### config.mk
export PLATFORM = sky130hd
export DESIGN_NAME = usst_core
export DESIGN_NICKNAME = d
export VERILOG_FILES = /design/src/usst_pkg.sv /design/src/usst_core.sv
export SDC_FILE = /design/constraint.sdc
export NUM_CORES = 1
export LEC_CHECK = 0
export ABC_AREA = 0
export ABC_CLOCK_PERIOD_IN_PS = 4200
export BUFFER_PORTS_ARGS = -buffer_cell sky130_fd_sc_hd__clkbuf_2
export CORE_MARGIN = 4
export CORE_UTILIZATION = 55
export DETAILED_ROUTE_END_ITERATION = 10
export PLACE_DENSITY = 0.78
export SKIP_CTS_REPAIR_TIMING = 1
export SYNTH_ARGS = -nofsm -noshare
export SYNTH_HDL_FRONTEND = slang
export SYNTH_SLANG_ARGS = --single-unit
### constraint.sdc
create_clock -name clk_i -period 4.2 [get_ports clk_i]
set_input_delay 0.84 -clock clk_i [delete_from_list [all_inputs] [get_ports clk_i]]
set_output_delay 0.84 -clock clk_i [all_outputs]
set_load 0.01 [all_outputs]
### src/usst_pkg.sv
// usst_pkg: constants, types and helpers of the serial transceiver
// assumes one 10 MHz clock; line clocks arrive as sampled levels
// What this block does
// - txen off: finish current character, then mark
// - rxen off: async halts, sync clears ready/overrun
// - enter hunt searches sync at every bit
// - ready line needs free buffer, cts low, txen
// - status bit 0 means buffer writable only
// - drained high when nothing left to send
// - char ready cleared by read, disable, hunt
// - after reset first control write loads mode
// - sync mode takes one or two sync chars
// - later control writes are commands
// - async frames start/parity/stop; break drives low
// - async line idles high between characters
// - bits shift on tx clock /1 /16 /64
// - start bit needs high, low, low at centre (centre check at /16 and /64 only)
// - parity, overrun, framing errors never stop reception
// - sync tx marks first, then fills with sync
// - internal hunt compares each rx edge, bisync contiguous
// - sync found raised at last data/parity bit
// - internal sync compares sync at each character boundary after hunt
// - external sync high over one rx cycle
// - sync rx ignores txen; no parity in hunt
// - overrun on unread char; cleared by clear/disable
// - parity error sticky until error clear
package usst_pkg;
	localparam logic [7:0] IDX_DATA  = 8'h38;
	localparam logic [7:0] IDX_CTRL  = 8'h39;
	localparam logic [7:0] ADDR_DATA = {IDX_DATA[5:0], 2'b00};
	localparam logic [7:0] ADDR_CTRL = {IDX_CTRL[5:0], 2'b00};
	localparam int MODE_BAUD_LO = 0;
	localparam int MODE_BAUD_HI = 1;
	localparam int MODE_LEN_LO  = 2;
	localparam int MODE_LEN_HI  = 3;
	localparam int MODE_PEN     = 4;
	localparam int MODE_PEVEN   = 5;
	localparam int MODE_EXTSYNC = 6;
	localparam int MODE_STOP2   = 7;
	localparam int MODE_SINGLE  = 7;
	localparam logic [1:0] BAUD_SYNC = 2'h0;
	localparam logic [1:0] BAUD_X1   = 2'h1;
	localparam logic [1:0] BAUD_X16  = 2'h2;
	localparam logic [6:0] FACT_X1   = 7'h01;
	localparam logic [6:0] FACT_X16  = 7'h10;
	localparam logic [6:0] FACT_X64  = 7'h40;
	localparam logic [3:0] LEN_MIN   = 4'h5;
	localparam int CMD_TXEN   = 0;
	localparam int CMD_RXEN   = 2;
	localparam int CMD_BRK    = 3;
	localparam int CMD_ERRCLR = 4;
	localparam int CMD_SWRST  = 6;
	localparam int CMD_HUNT   = 7;
	localparam logic [1:0] EXT_SYNC_EDGES = 2'h2;
	localparam logic       LINE_MARK      = 1'b1;

	typedef enum logic [1:0] {
		INIT_MODE  = 2'b00,
		INIT_SYNC1 = 2'b01,
		INIT_SYNC2 = 2'b10,
		INIT_CMD   = 2'b11
	} usst_init_t;

	typedef enum logic [2:0] {
		RX_WAIT_HIGH = 3'b000,
		RX_WAIT_LOW  = 3'b001,
		RX_START     = 3'b010,
		RX_DATA      = 3'b011,
		RX_PAR       = 3'b100,
		RX_STOP      = 3'b101
	} usst_rx_t;

	typedef struct packed {
		usst_init_t  init;
		logic [7:0]  mode;
		logic [7:0]  sync1;
		logic [7:0]  sync2;
		logic [7:0]  cmd;
		logic        ack;
		logic [31:0] rdata;
		logic        txc_prev;
		logic        rxc_prev;
		logic        hold_v;
		logic [7:0]  hold;
		logic [11:0] tx_sh;
		logic [3:0]  tx_left;
		logic [5:0]  tx_div;
		logic        tx_started;
		logic        tx_fill;
		logic        tx_sel;
		logic        line;
		logic        txd;
		usst_rx_t    rx_st;
		logic [5:0]  rx_div;
		logic [3:0]  rx_bits;
		logic [7:0]  rx_data;
		logic        rx_par;
		logic [15:0] hist;
		logic        hunt;
		logic [1:0]  ext_cnt;
		logic        pend;
		logic [7:0]  rx_buf;
		logic        avail;
		logic        pe;
		logic        oe;
		logic        fe;
		logic        found;
	} usst_state_t;

	function automatic logic [3:0] char_len(input logic [7:0] m);
		return LEN_MIN + {2'b00, m[MODE_LEN_HI:MODE_LEN_LO]};
	endfunction

	function automatic logic [6:0] factor(input logic [7:0] m);
		case (m[MODE_BAUD_HI:MODE_BAUD_LO])
			BAUD_SYNC, BAUD_X1: return FACT_X1;
			BAUD_X16: return FACT_X16;
			default: return FACT_X64;
		endcase
	endfunction

	function automatic logic [7:0] len_mask(input logic [3:0] len);
		return 8'(8'hff >> (4'h8 - len));
	endfunction

	function automatic logic parity(input logic [7:0] d, input logic [3:0] len,
			input logic even);
		logic p;
		p = ^(d & len_mask(len));
		return even ? p : ~p;
	endfunction

	// bits lsb first in [11:0], bit count in [15:12]
	function automatic logic [15:0] frame(input logic [7:0] d, input logic [7:0] m,
			input logic is_async);
		logic [11:0] v;
		logic [3:0]  n;
		logic [3:0]  len;
		int          i;
		len = char_len(m);
		v = 12'hfff;
		n = 4'h0;
		if (is_async) begin
			v[0] = 1'b0;
			n = 4'h1;
		end
		for (i = 0; i < 8; i++) begin
			if (4'(i) < len) begin
				v[n + 4'(i)] = d[i];
			end
		end
		n = n + len;
		if (m[MODE_PEN]) begin
			v[n] = parity(d, len, m[MODE_PEVEN]);
			n = n + 4'h1;
		end
		if (is_async) begin
			n = n + (m[MODE_STOP2] ? 4'h2 : 4'h1);
		end
		return {n, v};
	endfunction

	// newest bit sits in h[15]; skip drops that many newest bits
	function automatic logic [7:0] extract(input logic [15:0] h, input logic [3:0] len,
			input logic [3:0] skip);
		logic [15:0] t;
		t = h >> (5'h10 - {1'b0, len} - {1'b0, skip});
		return t[7:0] & len_mask(len);
	endfunction
endpackage

### src/usst_core.sv
// usst_core: sync/async serial transceiver behind an Avalon-MM slave
// assumes line clocks and serial inputs are synchronous to clk_i
`timescale 1ns/1ns
module usst_core #(
	parameter int ADDR_W = 8
) (
	input  wire logic              clk_i,
	input  wire logic              rst_i,
	input  wire logic [ADDR_W-1:0] avs_address_i,
	input  wire logic              avs_read_i,
	input  wire logic              avs_write_i,
	input  wire logic [31:0]       avs_writedata_i,
	input  wire logic [3:0]        avs_byteenable_i,
	output logic      [31:0]       avs_readdata_o,
	output logic                   avs_waitrequest_o,
	input  wire logic              cts_n_i,
	input  wire logic              tx_bit_clock_i,
	input  wire logic              rx_bit_clock_i,
	input  wire logic              rx_i,
	input  wire logic              ext_sync_in_i,
	output logic                   tx_o,
	output logic                   tx_ready_line_o,
	output logic                   tx_drained_o,
	output logic                   rx_char_avail_o,
	output logic                   sync_found_out_o
);
	if (ADDR_W < 8) begin : g_chk
		$error("ADDR_W must hold the register byte addresses");
	end

	usst_pkg::usst_state_t s_q;
	usst_pkg::usst_state_t s_d;
	logic       req;
	logic       acc;
	logic       hit_data;
	logic       hit_ctrl;
	logic       data_wr;
	logic       ctrl_wr;
	logic       cmd_wr;
	logic [7:0] wd;
	logic [7:0] status;
	logic       txc_rise;
	logic       rxc_rise;
	logic       is_sync;
	logic       ext_mode;
	logic [3:0] len;
	logic [3:0] plen;
	logic [5:0] fm1;
	logic [5:0] halfm1;
	logic       tx_tick;
	logic       tx_load;
	logic       rx_deliver;
	logic       stop_low;
	logic       do_rxdis;
	logic       do_hunt;
	logic       do_rst;

	////////////////////////////////////////////////////////////////////////
	assign req      = avs_read_i | avs_write_i;
	assign acc      = req & s_q.ack;
	assign hit_data = avs_address_i == ADDR_W'(usst_pkg::ADDR_DATA);
	assign hit_ctrl = avs_address_i == ADDR_W'(usst_pkg::ADDR_CTRL);
	assign wd       = avs_writedata_i[7:0];
	assign data_wr  = acc & avs_write_i & avs_byteenable_i[0] & hit_data;
	assign ctrl_wr  = acc & avs_write_i & avs_byteenable_i[0] & hit_ctrl;
	assign cmd_wr   = ctrl_wr & (s_q.init == usst_pkg::INIT_CMD);
	// one wait cycle per access keeps read data a flop output
	assign avs_waitrequest_o = req & ~s_q.ack;
	assign avs_readdata_o    = s_q.rdata;

	assign txc_rise = tx_bit_clock_i & ~s_q.txc_prev;
	assign rxc_rise = rx_bit_clock_i & ~s_q.rxc_prev;
	assign is_sync  = s_q.mode[usst_pkg::MODE_BAUD_HI:usst_pkg::MODE_BAUD_LO]
		== usst_pkg::BAUD_SYNC;
	assign ext_mode = s_q.mode[usst_pkg::MODE_EXTSYNC];
	assign len      = usst_pkg::char_len(s_q.mode);
	assign plen     = len + {3'h0, s_q.mode[usst_pkg::MODE_PEN]};
	assign fm1      = 6'(usst_pkg::factor(s_q.mode) - 7'h01);
	assign halfm1   = 6'((usst_pkg::factor(s_q.mode) >> 1) - 7'h01);

	assign status = {1'b0, s_q.found, s_q.fe, s_q.oe, s_q.pe,
		tx_drained_o, s_q.avail, ~s_q.hold_v};
	assign tx_ready_line_o = ~s_q.hold_v & ~cts_n_i & s_q.cmd[usst_pkg::CMD_TXEN]
		& (s_q.init == usst_pkg::INIT_CMD);
	assign tx_drained_o     = ~s_q.hold_v & ((s_q.tx_left == 4'h0) | s_q.tx_fill);
	assign rx_char_avail_o  = s_q.avail;
	assign sync_found_out_o = s_q.found;
	assign tx_o             = s_q.txd;

	function automatic logic [1:0] ext_next(input logic [1:0] c);
		return (c == usst_pkg::EXT_SYNC_EDGES) ? c : c + 2'h1;
	endfunction

	////////////////////////////////////////////////////////////////////////
	always_comb begin
		logic [15:0] fr;
		logic [15:0] hist;
		logic [7:0]  ch;
		logic        perr;
		logic        found_now;
		logic        samp;
		logic        txen;
		logic        rxen;
		fr = 16'h0;
		hist = 16'h0;
		ch = 8'h0;
		perr = 1'b0;
		found_now = 1'b0;
		samp = 1'b0;
		txen = 1'b0;
		rxen = 1'b0;
		s_d = s_q;
		tx_tick = 1'b0;
		tx_load = 1'b0;
		rx_deliver = 1'b0;
		stop_low = 1'b0;
		do_rxdis = 1'b0;
		do_hunt = 1'b0;
		do_rst = 1'b0;
		s_d.txc_prev = tx_bit_clock_i;
		s_d.rxc_prev = rx_bit_clock_i;

		// bus slave
		s_d.ack = req & ~s_q.ack;
		if (req & ~s_q.ack) begin
			if (hit_data) begin
				s_d.rdata = {24'h0, s_q.rx_buf};
			end else if (hit_ctrl) begin
				s_d.rdata = {24'h0, status};
			end else begin
				s_d.rdata = 32'h0;
			end
		end
		if (acc & avs_read_i & hit_data) begin
			s_d.avail = 1'b0;
		end
		if (acc & avs_read_i & hit_ctrl) begin
			s_d.found = 1'b0;
		end
		if (data_wr) begin
			s_d.hold   = wd;
			s_d.hold_v = 1'b1;
		end
		if (ctrl_wr) begin
			case (s_q.init)
				usst_pkg::INIT_MODE: begin
					s_d.mode = wd;
					s_d.init = (wd[usst_pkg::MODE_BAUD_HI:usst_pkg::MODE_BAUD_LO]
						== usst_pkg::BAUD_SYNC) ? usst_pkg::INIT_SYNC1
						: usst_pkg::INIT_CMD;
				end
				usst_pkg::INIT_SYNC1: begin
					s_d.sync1 = wd;
					s_d.init  = s_q.mode[usst_pkg::MODE_SINGLE] ? usst_pkg::INIT_CMD
						: usst_pkg::INIT_SYNC2;
				end
				usst_pkg::INIT_SYNC2: begin
					s_d.sync2 = wd;
					s_d.init  = usst_pkg::INIT_CMD;
				end
				usst_pkg::INIT_CMD: begin
					if (wd[usst_pkg::CMD_SWRST]) begin
						do_rst = 1'b1;
					end else begin
						s_d.cmd  = wd;
						do_rxdis = ~wd[usst_pkg::CMD_RXEN];
						do_hunt  = wd[usst_pkg::CMD_HUNT] & is_sync;
						if (wd[usst_pkg::CMD_ERRCLR]) begin
							s_d.pe = 1'b0;
							s_d.oe = 1'b0;
							s_d.fe = 1'b0;
						end
					end
				end
				default: s_d.init = usst_pkg::INIT_MODE;
			endcase
		end
		txen = s_d.cmd[usst_pkg::CMD_TXEN];
		rxen = s_d.cmd[usst_pkg::CMD_RXEN];

		////////////////////////////////////////////////////////////////////
		// transmitter: a running frame completes unless a software reset drops it
		if (txc_rise) begin
			if (s_q.tx_div == fm1) begin
				s_d.tx_div = 6'h0;
				tx_tick    = 1'b1;
			end else begin
				s_d.tx_div = s_q.tx_div + 6'h1;
			end
		end
		if (tx_tick) begin
			if (s_q.tx_left != 4'h0) begin
				s_d.line    = s_q.tx_sh[0];
				s_d.tx_sh   = {1'b1, s_q.tx_sh[11:1]};
				s_d.tx_left = s_q.tx_left - 4'h1;
			end else if (s_d.hold_v & txen & ~cts_n_i) begin
				fr = usst_pkg::frame(s_d.hold, s_q.mode, ~is_sync);
				s_d.hold_v     = 1'b0;
				s_d.tx_started = 1'b1;
				s_d.tx_fill    = 1'b0;
				tx_load        = 1'b1;
			end else if (is_sync & s_q.tx_started & txen) begin
				fr = usst_pkg::frame(s_q.tx_sel ? s_q.sync2 : s_q.sync1,
					s_q.mode, 1'b0);
				s_d.tx_fill = 1'b1;
				s_d.tx_sel  = ~s_q.tx_sel & ~s_q.mode[usst_pkg::MODE_SINGLE];
			end else begin
				s_d.tx_fill = 1'b0;
				s_d.line    = usst_pkg::LINE_MARK;
			end
			if (fr[15:12] != 4'h0) begin
				s_d.line    = fr[0];
				s_d.tx_sh   = {1'b1, fr[11:1]};
				s_d.tx_left = fr[15:12] - 4'h1;
			end
		end
		s_d.txd = s_d.cmd[usst_pkg::CMD_BRK] ? 1'b0 : s_d.line;

		////////////////////////////////////////////////////////////////////
		// receiver
		if (!is_sync) begin
			if (!rxen) begin
				s_d.rx_st = usst_pkg::RX_WAIT_HIGH;
			end else if (rxc_rise) begin
				samp = s_q.rx_div == fm1;
				s_d.rx_div = samp ? 6'h0 : s_q.rx_div + 6'h1;
				case (s_q.rx_st)
					usst_pkg::RX_WAIT_HIGH: begin
						if (rx_i) begin
							s_d.rx_st = usst_pkg::RX_WAIT_LOW;
						end
					end
					usst_pkg::RX_WAIT_LOW: begin
						s_d.rx_div  = 6'h0;
						s_d.rx_bits = 4'h0;
						if (!rx_i) begin
							s_d.rx_st = (fm1 == 6'h0) ? usst_pkg::RX_DATA
								: usst_pkg::RX_START;
						end
					end
					usst_pkg::RX_START: begin
						// centre check filters glitches on the line
						if (s_q.rx_div == halfm1) begin
							s_d.rx_div = 6'h0;
							s_d.rx_st  = rx_i ? usst_pkg::RX_WAIT_LOW
								: usst_pkg::RX_DATA;
						end
					end
					usst_pkg::RX_DATA: begin
						if (samp) begin
							s_d.rx_data[s_q.rx_bits[2:0]] = rx_i;
							s_d.rx_bits = s_q.rx_bits + 4'h1;
							if (s_q.rx_bits == len - 4'h1) begin
								s_d.rx_st = s_q.mode[usst_pkg::MODE_PEN]
									? usst_pkg::RX_PAR : usst_pkg::RX_STOP;
							end
						end
					end
					usst_pkg::RX_PAR: begin
						if (samp) begin
							s_d.rx_par = rx_i;
							s_d.rx_st  = usst_pkg::RX_STOP;
						end
					end
					usst_pkg::RX_STOP: begin
						if (samp) begin
							ch = s_q.rx_data & usst_pkg::len_mask(len);
							perr = s_q.mode[usst_pkg::MODE_PEN] & (s_q.rx_par !=
								usst_pkg::parity(ch, len, s_q.mode[usst_pkg::MODE_PEVEN]));
							stop_low   = ~rx_i;
							rx_deliver = 1'b1;
							s_d.rx_st  = usst_pkg::RX_WAIT_HIGH;
						end
					end
					default: s_d.rx_st = usst_pkg::RX_WAIT_HIGH;
				endcase
			end
		end else if (rxc_rise) begin
			hist = {rx_i, s_q.hist[15:1]};
			s_d.hist = hist;
			if (s_q.hunt) begin
				if (ext_mode) begin
					s_d.ext_cnt = ext_sync_in_i ? ext_next(s_q.ext_cnt) : 2'h0;
					found_now = ext_sync_in_i
						& (s_q.ext_cnt == usst_pkg::EXT_SYNC_EDGES - 2'h1);
				end else if (s_q.pend) begin
					found_now = 1'b1;
				end else if (usst_pkg::extract(hist, len, 4'h0) ==
					((s_q.mode[usst_pkg::MODE_SINGLE] ? s_q.sync1 : s_q.sync2)
					& usst_pkg::len_mask(len)) && (s_q.mode[usst_pkg::MODE_SINGLE] ||
					usst_pkg::extract(hist, len, len) ==
					(s_q.sync1 & usst_pkg::len_mask(len)))) begin
					found_now = ~s_q.mode[usst_pkg::MODE_PEN];
					s_d.pend  = s_q.mode[usst_pkg::MODE_PEN];
				end
				if (found_now) begin
					s_d.found   = 1'b1;
					s_d.hunt    = 1'b0;
					s_d.pend    = 1'b0;
					s_d.rx_bits = 4'h0;
				end
			end else begin
				s_d.rx_bits = s_q.rx_bits + 4'h1;
				if (s_q.rx_bits == plen - 4'h1) begin
					s_d.rx_bits = 4'h0;
					ch = usst_pkg::extract(hist, len, {3'h0, s_q.mode[usst_pkg::MODE_PEN]});
					perr = s_q.mode[usst_pkg::MODE_PEN] & (hist[15] !=
						usst_pkg::parity(ch, len, s_q.mode[usst_pkg::MODE_PEVEN]));
					rx_deliver = 1'b1;
					if (!ext_mode && ch == (s_q.sync1 & usst_pkg::len_mask(len))) begin
						s_d.found = 1'b1;
					end
				end
			end
		end

		// flags: hardware sets win over read and error clear; disable, hunt and reset win over sets
		if (rx_deliver) begin
			s_d.rx_buf = ch;
			if (s_q.avail & rxen) begin
				s_d.oe = 1'b1;
			end
			if (rxen) begin
				s_d.avail = 1'b1;
			end
			if (perr) begin
				s_d.pe = 1'b1;
			end
			if (stop_low) begin
				s_d.fe = 1'b1;
			end
		end

		// disable and hunt discard the held character outright
		if (do_rxdis) begin
			s_d.avail = 1'b0;
			s_d.oe    = 1'b0;
		end
		if (do_hunt) begin
			s_d.avail   = 1'b0;
			s_d.found   = 1'b0;
			s_d.hunt    = 1'b1;
			s_d.pend    = 1'b0;
			s_d.ext_cnt = 2'h0;
		end
		if (do_rst) begin
			s_d.init  = usst_pkg::INIT_MODE;
			s_d.cmd   = 8'h00;
			s_d.hunt  = 1'b0;
			s_d.avail = 1'b0;
			s_d.pe    = 1'b0;
			s_d.oe    = 1'b0;
			s_d.fe    = 1'b0;
			s_d.found = 1'b0;
			s_d.tx_started = 1'b0;
			s_d.rx_st = usst_pkg::RX_WAIT_HIGH;
			// a frame in flight is dropped so the line marks at once
			s_d.line    = usst_pkg::LINE_MARK;
			s_d.tx_left = 4'h0;
			s_d.hold_v  = 1'b0;
			s_d.txd   = usst_pkg::LINE_MARK;
		end
	end

	always_ff @(posedge clk_i or posedge rst_i) begin
		if (rst_i) begin
			s_q      <= '0;
			s_q.line <= usst_pkg::LINE_MARK;
			s_q.txd  <= usst_pkg::LINE_MARK;
		end else begin
			s_q <= s_d;
		end
	end
endmodule

After elaboration in Yosys (flattened, before gate mapping)
Cells that the tools add are included.
{"block": "classes", "addsub": 27, "n_lt_le_gt_ge": 30, "n_eq_ne": 40, "n_shift": 4, "mux": 277, "n_bitwise": 54, "n_reduce_logical": 60}
{"op": "two-way mux 12 bit", "n": 35}
{"op": "two-way mux 1 bit", "n": 138}
{"op": "two-way mux 8 bit", "n": 17}
{"op": "bitwise mux 12 bit", "n": 10}
{"op": "two-way mux 16 bit", "n": 6}
{"op": "two-way mux 4 bit", "n": 23}
{"op": "AND 8 bit", "n": 10}
{"op": "less-than comparator 4 x 5 -> 1 bit, second input constant", "n": 10}
{"op": ">> shifter 16 x 5 -> 8 bit", "n": 3}
{"op": "demux 1 bit (select 4 bit)", "n": 10}
{"op": "greater-or-equal comparator 4 x 1 -> 1 bit, second input constant", "n": 10}
{"op": "two-way mux 3 bit", "n": 12}
{"op": "two-way mux 34 bit", "n": 1}
{"op": "XOR reduction 8 bit", "n": 4}
{"op": "inequality test 4 bit, second input constant", "n": 7}
{"op": "two-way mux 9 bit", "n": 3}
{"op": "AND 1 bit", "n": 25}
{"op": "equality test 8 bit", "n": 3}
{"op": "two-way mux 22 bit", "n": 1}
{"op": "two-way mux 19 bit", "n": 1}
{"op": "equality test 6 bit", "n": 3}
{"op": "case mux 3 bit (6 select lines)", "n": 1}
{"op": "AND reduction 2 bit", "n": 9}
{"op": "nonzero test 2 bit", "n": 9}
{"op": "other kinds (61)", "n": 141}
{"block": "totals", "reg_bits": 155, "in_bits": 53, "output_inout_bits": 38, "wordCells": 526}

Longest topological paths before layout
Gate-level depths: netlist (run 1).
{"block": "depth", "word_depth": 65, "mapped_depth": 20, "mapped_depth_nobuf": 18}

Worst setup path after synthesis (run 1)
Ideal clock, no wire load.
{"block": "synth_path", "kind": "reg2reg", "start": "reg s_q[152] in the netlist's numbering", "end": "reg s_q[3] in the netlist's numbering", "setup_ps": 132, "arrival_ps": 4560, "required_ps": 4068, "setup_slack_ps": -492, "path_stages_with_launch": 19, "path_buffers": 4, "synth_period_minus_slack_ps": 4692, "cell_sequence": "dfrtp_1 clkbuf_1 clkinv_1 ha_1 or2_2 buf_2 inv_1 ha_1 clkbuf_1 clkbuf_1 mux2_2 nand3_1 nand3_1 a21oi_1 xnor3_1 xnor3_1 o21ai_1 a22oi_1 nor2_1"}
{"item": "from (decl)", "line": "usst_core.sv:31", "source": "usst_pkg::usst_state_t s_q;"}

==> impl_metrics.json, run 1 <==
{
  "worstReg2RegEnd": "s_q[3]$_DFF_PP0_",
  "synth.distinct_cells": 84,
  "place.gp.congestion": 0.929,
  "crit_chain": "clkinv_2 > buf_4 > ha_2 > or2_2 > inv_1 > ha_2 > mux2i_1 > o21ai_0 > a211oi_1 > a31oi_1 > xnor3_1 > xnor3_1 > o21ai_1 > a22oi_1 > nor2_1",
  "power_leakage_nw": 4.75,
  "cap_violations": 0,
  "dpl.hpwl_um": 18300,
  "setup-violations-final": 0,
  "cts_buffer_depth": 2,
  "detail_route.iter0.violations": 882,
  "multi_input_area_mm2": 0.00607,
  "min_from": "avs_readdata_o[7]$_DFFE_PP0P_",
  "fill_cells": 1384,
  "min_path_cells": 2,
  "reg2reg_depth": 15,
  "period_needed_ps": 4020,
  "area_growth_pct": 11.3,
  "grt_max_degree": 74,
  "cp-end-kind": "register",
  "fin_hold_ws_ps": 468,
  "peakVddDrop_mv": 0.219,
  "layout.area.seq_mm2": 0.00326,
  "critPathRequiredTime_ps": 4480,
  "finalPower_mw": 4.20,
  "die_w_um": 142,
  "min_path_type": "register to register",
  "grt_util_all_layers_pct": 25.6,
  "worstSetupPathType": "register to register",
  "final_area_mm2": 0.0110,
  "cts_buffers": 17,
  "outcome": "completed",
  "grt-ovfl-total": 0,
  "grt_pass1_wl_um": 41500,
  "via_per_inst": 6.35,
  "routedWlPerCell_um": 19.6,
  "ios": 91,
  "dr.pass1.iters": 5,
  "synth-seq-area-share_pct": 33.1,
  "synth.largest_area_cell": "dfrtp_1",
  "clk_root_buffer_cell": "clkbuf_16",
  "htreeDepth": 4,
  "insertedDiodeCount": 0,
  "nets": 1158,
  "initial_core_util_pct": 56.5,
  "slew_viol_final": 0,
  "worst_slew_pin_slew_ps": 933,
  "post-route-drc-count": 0,
  "insertion_delay_ps": 430,
  "period_share_pct": 95.6,
  "yosys-top-cells-area": "dfrtp_1, mux2_2, mux4_2",
  "synth-seq-cells": 130,
  "crit_family": "compound AO/OA/AOI/OAI gates",
  "die_h_um": 142,
  "async_flop_share_pct": 100,
  "slowest_stage": "a31oi_1",
  "cp_max_fo": 11,
  "yosys_warnings": 0,
  "placed_cells": 1275,
  "synth_ff_type": "dfrtp_1",
  "ys_top_cells_by_count": "dfrtp_1, nand2_1, clkbuf_1",
  "drive_above_1_share_pct": 21.6,
  "antenna_found_initial": 0,
  "yosysMostFrequentCell": "dfrtp_1",
  "grt_pass1_vias": 7888,
  "synthCells": 1042,
  "synth_top_area_share_pct": 32.5,
  "ant_nets": 0,
  "synth_edf_count": 0,
  "cp.arrival_ps": 4300,
  "final_hold_viol_count": 0,
  "min_to": "avs_readdata_o[7]$_DFFE_PP0P_",
  "fmax_mhz": 249,
  "start_kind": "register",
  "setup_tns_ps": 0,
  "num_rows": 48,
  "rsz0062_at_grt": "false",
  "die_area_mm2": 0.0201,
  "powerDensity_mw_per_mm2": 383,
  "core_mm2": 0.0174,
  "cts.clk_slew.worst_paths_ps": 60,
  "fin_skew_ps": 8.85,
  "cts_sinks": 130,
  "drt_wl_total_um": 25600,
  "syn_avg_cell_area_um2": 9.45,
  "stdcell_count": 1309,
  "vias": 8313,
  "slew_headroom_pct": 37.8,
  "io_buffers": 39,
  "reg2reg_slack_ps": 180,
  "r2r-start": "s_q[152]$_DFFE_PP0P_",
  "cp_num_buf_inv": 3,
  "max_stage_delay_ps": 460,
  "placed_area_mm2": 0.0103,
  "cts_tree": "built",
  "netlist_area_mm2": 0.00984
}
-- power by group --
part,internal [mW],leakage (nW),switching [mW]
sequential,1.40,1.75,0.271
combinational,0.531,2.72,0.464
clock,0.934,0.280,0.597
-- kinds of logic after synthesis --
logic type	count (synthesis)	synth area share (%)
flops	130	33.1
xor+xnor	79	7.46
fa+ha+maj	34	4.47
other cells	1	0.0381
compound gates	225	15.8
simple gates	307	16.2
mux	125	16.3
buf+inv	141	6.66
-- routing by layer --
metal	share of wire, %	routed length, um	vias up	track usage [%]
li1	-	-	3808	-
met1	44	11300	4083	35.7
met2	46	11900	359	40.2
met3	6.9	1760	63	4.08
met4	2.8	724	0	9.70
met5	0	0	-	0
-- how the worst max path moves through the flow --
stage / slack (ps) / startpoint / to / depth (start not counted)
after floorplan: 5 / s_q[150]$_DFFE_PP0P_ / s_q[66]$_DFFE_PP0P_ / 20
final: 180 / s_q[152]$_DFFE_PP0P_ / s_q[3]$_DFF_PP0_ / 15
after CTS: -250 / s_q[151]$_DFFE_PP0P_ / s_q[77]$_DFFE_PP0P_ / 18
after global placement: -20 / s_q[151]$_DFFE_PP0P_ / s_q[77]$_DFFE_PP0P_ / 18
after detailed placement: -180 / s_q[151]$_DFFE_PP0P_ / s_q[77]$_DFFE_PP0P_ / 18
after global routing: 20 / s_q[150]$_DFFE_PP0P_ / s_q[79]$_DFFE_PP0P_ / 19
-- flip-flops by register name, indices dropped and copies added, names as in the netlist, named ones only --
signal,flops
avs_readdata_o,8
ext_mode,1
rx_char_avail_o,1
s_q,110
sync_found_out_o,1
tx_o,1
-- placed cells by master, fill, tap and decap left out, drive strengths merged, types with 17 or more instances in the layout --
cell	synthesis	final
mux2i	44	44
dfrtp	128	128
nor3	24	24
nand3	26	26
clkbuf	67	58
nor2	53	53
o21ai	47	47
nand2	97	97
buf	37	52
ha	32	32
o31ai	17	17
xnor2	54	54
mux2	59	59
mux4	22	22
conb	1	24
nor2b	18	18
inv	35	36
xor2	22	22
a21oi	35	35
-- per-stage QoR --
step / utilization, % / worst slack [ps]
after floorplan: - / 4.84
after global placement: 59.1 / -20.1
after detailed placement: 59.1 / -178
after CTS: 62.5 / -247
after global routing: 62.9 / 21.9
final: 62.9 / 183
-- cell type report --
class	instances	share of cell area, %
clock buffers	19	3.95
clock inverters	13	1.47
inverters	37	1.31
multi-input cells	794	55.4
flip-flops and latches	130	29.7
well taps	225	2.57
repair buffers	91	5.57
-- worst min-delay path, delay by kind of cell (launching register included) --
family | cells | cell delay, ps
AND/OR/NAND/NOR | 2 | 100
flip-flops | 1 | 340
Power figures use the tool's default switching activity.
==> run 2, diff against run 1 <==
Settings changed: PLACE_DENSITY 0.78 to unset, PLACE_DENSITY_LB_ADDON set to 0.05, SETUP_SLACK_MARGIN set to 0.02.
==> impl_metrics.json, run 2 (synthesized netlist as in run 1, its figures left out) <==
{
  "cts_buffers": 17,
  "period_needed_ps": 3910,
  "worstSetupPathType": "register to register",
  "cts_sinks": 130,
  "clk_root_buffer_cell": "clkbuf_16",
  "nets": 1157,
  "core_mm2": 0.0174,
  "cp.arrival_ps": 4280,
  "fin_hold_ws_ps": 268,
  "initial_core_util_pct": 56.5,
  "num_rows": 48,
  "ant_nets": 0,
  "slew_viol_final": 0,
  "cp_max_fo": 3,
  "antenna_found_initial": 0,
  "insertedDiodeCount": 0,
  "detail_route.iter0.violations": 603,
  "cap_violations": 0,
  "most-common-layout-cells": "dfrtp_1, nand2_1, mux2_2",
  "post-place-ws_ps": -180,
  "dr.pass1.iters": 6,
  "critPathLaunch": "s_q[151]$_DFFE_PP0P_",
  "fmax_mhz": 256,
  "r2r-start": "s_q[151]$_DFFE_PP0P_",
  "grt-ovfl-total": 0,
  "post-route-drc-count": 0,
  "grt_pass1_wl_um": 42600,
  "die_w_um": 142,
  "io_buffers": 39,
  "fin_ws_ps": 288,
  "setup-violations-final": 0,
  "finalPower_mw": 4.23,
  "largest_reg_flops": 110,
  "regMostFlops": "s_q",
  "slew_headroom_pct": 40.4,
  "peakVddDrop_mv": 0.393,
  "reg2reg_slack_ps": 290,
  "period_share_pct": 93.1,
  "worstReg2RegEnd": "tx_o$_DFF_PP1_",
  "cp-end-kind": "register",
  "fin_skew_ps": 11.3,
  "reg2reg_depth": 18,
  "worst_slew_pin_slew_ps": 894,
  "die_h_um": 142,
  "grt_util_all_layers_pct": 26.9,
  "grt_pass1_vias": 7698,
  "area_growth_pct": 11.3,
  "critPathRequiredTime_ps": 4570,
  "cts.clk_slew.worst_paths_ps": 70,
  "via_per_inst": 6.13,
  "start_kind": "register",
  "rsz0062_at_grt": "false",
  "powerDensity_mw_per_mm2": 386,
  "final_hold_viol_count": 0,
  "insertion_delay_ps": 430,
  "power_leakage_nw": 4.76,
  "htreeDepth": 4,
  "ios": 91,
  "outcome": "completed",
  "grt_max_degree": 69,
  "place.gp.congestion": 0.905,
  "drt_wl_total_um": 26200,
  "die_area_mm2": 0.0201,
  "min_path_type": "input pin to asynchronous set/reset pin",
  "routedWlPerCell_um": 20.1,
  "dpl.hpwl_um": 19100,
  "final_common_cell": "dfrtp_1",
  "drive_above_1_share_pct": 21.7,
  "cts_tree": "built",
  "vias": 8013,
  "cts_buffer_depth": 2
}
==> run 2: changes by cell type in the layout (fill, tap and decap cells not counted), sizes merged <==
cell,delta
bufinv,-1
clkinvlp,-1
clkinv,-1
buf,-1
inv,+4
clkbuf,-1
==> run 2: how the worst max path moves through the flow <==
stage / end / slack [ps]
after floorplan: s_q[3]$_DFF_PP0_ / 50
after global placement: s_q[77]$_DFFE_PP0P_ / -90
after detailed placement: s_q[77]$_DFFE_PP0P_ / -180
after CTS: s_q[77]$_DFFE_PP0P_ / -200
after global routing: s_q[79]$_DFFE_PP0P_ / 0.6
final: tx_o$_DFF_PP1_ / 290
==> run 2: where the power goes <==
| part | total, mW | internal (mW) | switching (mW) |
|---|---|---|---|
| combinational | 0.981 | 0.529 | 0.452 |
| clock | 1.57 | 0.912 | 0.657 |
| sequential | 1.68 | 1.40 | 0.276 |
==> run 2: layout make-up <==
cell class	count	area, um^2
multi-input combinational	794	6070
tap	225	282
timing repair buffer	90	594
inverter	37	144
clock inverter	14	171
sequential	130	3260
clock buffer	18	439
fill	1504	6460
==> run 2: layer usage <==
metal	track usage (%)	wire length (um)
met5	0	0
met1	38.3	12100
met2	42.2	12100
met3	5.73	1660
met4	6.62	369
==> run 2: per-stage QoR <==
stage	utilization (%)	setup TNS, ps	cell area [um^2]	instances
after floorplan	-	0	9940	1065
after global placement	59.0	-356	10300	1274
after detailed placement	59.0	-1020	10300	1274
after CTS	62.5	-1390	10900	1306
after global routing	62.9	0	11000	1308
final	62.9	0	11000	1308
==> run 2: critical path, cell delays in order, from the launching register on <==
cell and delay (ps):
dfrtp_1 390, nor2_2 120, inv_1 110, ha_1 190
inv_1 60, fa_1 420, inv_1 90, ha_1 240
mux2i_2 230, ha_1 280, a21oi_2 160, o21ai_0 110
o31a_1 140, o221ai_1 230, nand4_1 220, a31o_4 310
mux2i_1 140, o211ai_1 200, nor2b_1 180
==> run 3, diff against run 2 <==
Settings changed: ABC_AREA 0 to 1, CORE_UTILIZATION 55 to 57, CTS_BUF_LIST set to sky130_fd_sc_hd__clkbuf_4.
==> impl_metrics.json, run 3 <==
{
  "insertion_delay_ps": 560,
  "fin_skew_ps": 15.1,
  "final_area_mm2": 0.0109,
  "min_to": "s_q[91]$_DFF_PP0_",
  "period_share_pct": 88.8,
  "min_from": "rx_bit_clock_i",
  "grt-ovfl-total": 0,
  "clk_root_buffer_cell": "clkbuf_4",
  "powerDensity_mw_per_mm2": 344,
  "async_flop_share_pct": 100,
  "post-place-ws_ps": 139,
  "dr.pass1.iters": 5,
  "worst_slew_pin_slew_ps": 835,
  "drt_wl_total_um": 30100,
  "cts_sinks": 130,
  "pwr-share-seq_pct": 43.0,
  "p_int_mw": 2.34,
  "worstReg2RegEnd": "s_q[67]$_DFFE_PP0P_",
  "ant_nets": 0,
  "synth_compound_area_share_pct": 12.4,
  "final_common_cell": "nand2_1",
  "placed_area_mm2": 0.0106,
  "placed_cells": 1804,
  "vias": 10400,
  "setup-violations-final": 0,
  "htreeDepth": 4,
  "min_path_type": "input pin to register",
  "synth_simple_gate_area_share_pct": 37.3,
  "cts_tree": "built",
  "antenna_found_initial": 1,
  "yosys-top-cells-area": "dfrtp_1, nand2_1, nand3_1",
  "final_util_pct": 62.3,
  "top_layer": "met4",
  "routed-wl-met3_um": 3130,
  "fin_hold_ws_ps": 387,
  "start_kind": "register",
  "drive_above_1_share_pct": 8.69,
  "post-route-drc-count": 0,
  "synth_top_area_share_pct": 31.1,
  "outcome": "completed",
  "muxShareOfSynthArea_pct": 0.194,
  "core_mm2": 0.0175,
  "grt_util_all_layers_pct": 30.1,
  "largest_reg_flops": 110,
  "peakVddDrop_mv": 0.406,
  "synth_fa_ha_area_share_pct": 4.27,
  "min_path_cells": 1,
  "synth.distinct_cells": 58,
  "synth.largest_area_cell": "dfrtp_1",
  "yosys_warnings": 0,
  "yosysMostFrequentCell": "nand2_1",
  "fmax_mhz": 268,
  "cp_max_fo": 15,
  "ios": 91,
  "combPwrFrac_pct": 29.1,
  "detail_route.iter0.violations": 1045,
  "synth-seq-area-share_pct": 31.6,
  "setup_tns_ps": 0,
  "synth_xor_xnor_area_share_pct": 2.80,
  "p_clk_share_pct": 27.8,
  "num_rows": 48,
  "grt_pass1_wl_um": 48100,
  "slew_viol_final": 0,
  "place.gp.congestion": 1.00,
  "most-common-layout-cells": "nand2_1, inv_1, nand3_1",
  "worstSetupPathType": "register to register",
  "ys_top_cells_by_count": "nand2_1, inv_1, nand3_1",
  "reg2reg_slack_ps": 470,
  "power_leakage_nw": 5.61,
  "syn_avg_cell_area_um2": 6.53,
  "stdcell_count": 1837,
  "power.switching_mw": 1.41,
  "synth_edf_count": 0,
  "cts_buffer_depth": 2,
  "netlist_area_mm2": 0.0103,
  "period_needed_ps": 3730,
  "via_per_inst": 5.67,
  "synth_ff_type": "dfrtp_1",
  "synthCells": 1578,
  "p_sw_share_pct": 37.6,
  "die_area_mm2": 0.0203,
  "cts_buffers": 17,
  "reg2reg_depth": 21,
  "rsz0062_at_grt": "false",
  "die_w_um": 142,
  "nets": 1685,
  "initial_core_util_pct": 58.8,
  "synth-seq-cells": 130,
  "wl_met1_um": 13800,
  "grt_pass1_vias": 9262,
  "io_buffers": 39,
  "grt_max_degree": 131,
  "synth_top_family_by_area": "simple AND/OR/NAND/NOR gates",
  "cp.arrival_ps": 4190,
  "r2r-start": "s_q[150]$_DFFE_PP0P_",
  "dr_wl_met2_um": 12900,
  "area_growth_pct": 5.97,
  "fin_ws_ps": 469,
  "slew_headroom_pct": 43.9,
  "final_hold_viol_count": 0,
  "die_h_um": 142,
  "cts.clk_slew.worst_paths_ps": 120,
  "critPathLaunch": "s_q[150]$_DFFE_PP0P_",
  "critPathRequiredTime_ps": 4660,
  "finalPower_mw": 3.76,
  "cp-end-kind": "register",
  "cap_violations": 0,
  "dpl.hpwl_um": 22900,
  "routedWlPerCell_um": 16.4,
  "regMostFlops": "s_q"
}
## run 3: cell types whose count changed after synthesis, moves of 43 or more
cell,delta
nand3_1,+127
inv_1,+140
clkbuf_1,-47
mux2_2,-59
xnor2_1,-44
nand2_1,+442
nor2_1,+43
o21ai_0,+85
## run 3: how the worst max path moves through the flow
stage	depth (start not counted)	end
6_report	21	s_q[67]$_DFFE_PP0P_
5_1_grt	21	s_q[69]$_DFFE_PP0P_
4_1_cts	21	s_q[67]$_DFFE_PP0P_
3_5_place_dp	21	s_q[67]$_DFFE_PP0P_
3_3_place_gp	21	s_q[67]$_DFFE_PP0P_
2_1_floorplan	24	s_q[73]$_DFFE_PP0P_
## run 3: layout make-up
cell class / count / area, um^2
Fill cell: 1707 / 6610
Multi-Input combinational cell: 1203 / 5970
Sequential cell: 130 / 3260
Inverter: 187 / 713
Timing Repair Buffer: 59 / 358
Tap cell: 225 / 282
Clock inverter: 14 / 213
Clock buffer: 18 / 135
Antenna cell: 1 / 2.50
## run 3: logic make-up after synthesis
| group | Yosys count |
|---|---|
| and+or+nand+nor | 884 |
| AOI/OAI and AO/OA | 226 |
| muxes | 2 |
| adders and majority gates | 34 |
| other | 1 |
| DFF | 130 |
| xor gates and xnor gates | 33 |
| buffers and inverters | 268 |
## run 3: critical path, stage by stage (launching register included)
cell,delay (ps)
dfrtp_1,440
nor2_4,110
inv_2,50
ha_1,170
inv_1,60
fa_1,480
inv_1,130
ha_1,240
o21ai_2,200
ha_1,260
a21o_1,150
nand4_1,80
xor2_1,180
nand3_1,90
nand3_1,110
nand2_1,90
nor2_4,200
nand2_1,120
nand2_4,150
inv_4,110
nand2_1,90
o21ai_0,90
## run 3: metal layers
metal	global-route usage, %	up-vias
li1	-	5116
met1	45.6	4816
met2	43.8	448
met3	8.03	27
met4	5.15	0
met5	0	-
## run 3: power by group through the flow
stage,logic [mW],registers (mW),clock network [mW]
after CTS,1.09,1.61,1.06
after global placement,1.06,1.63,0
after global routing,1.26,1.64,1.12
final,1.09,1.62,1.05
after floorplan,0.901,1.56,0
after detailed placement,1.08,1.63,0
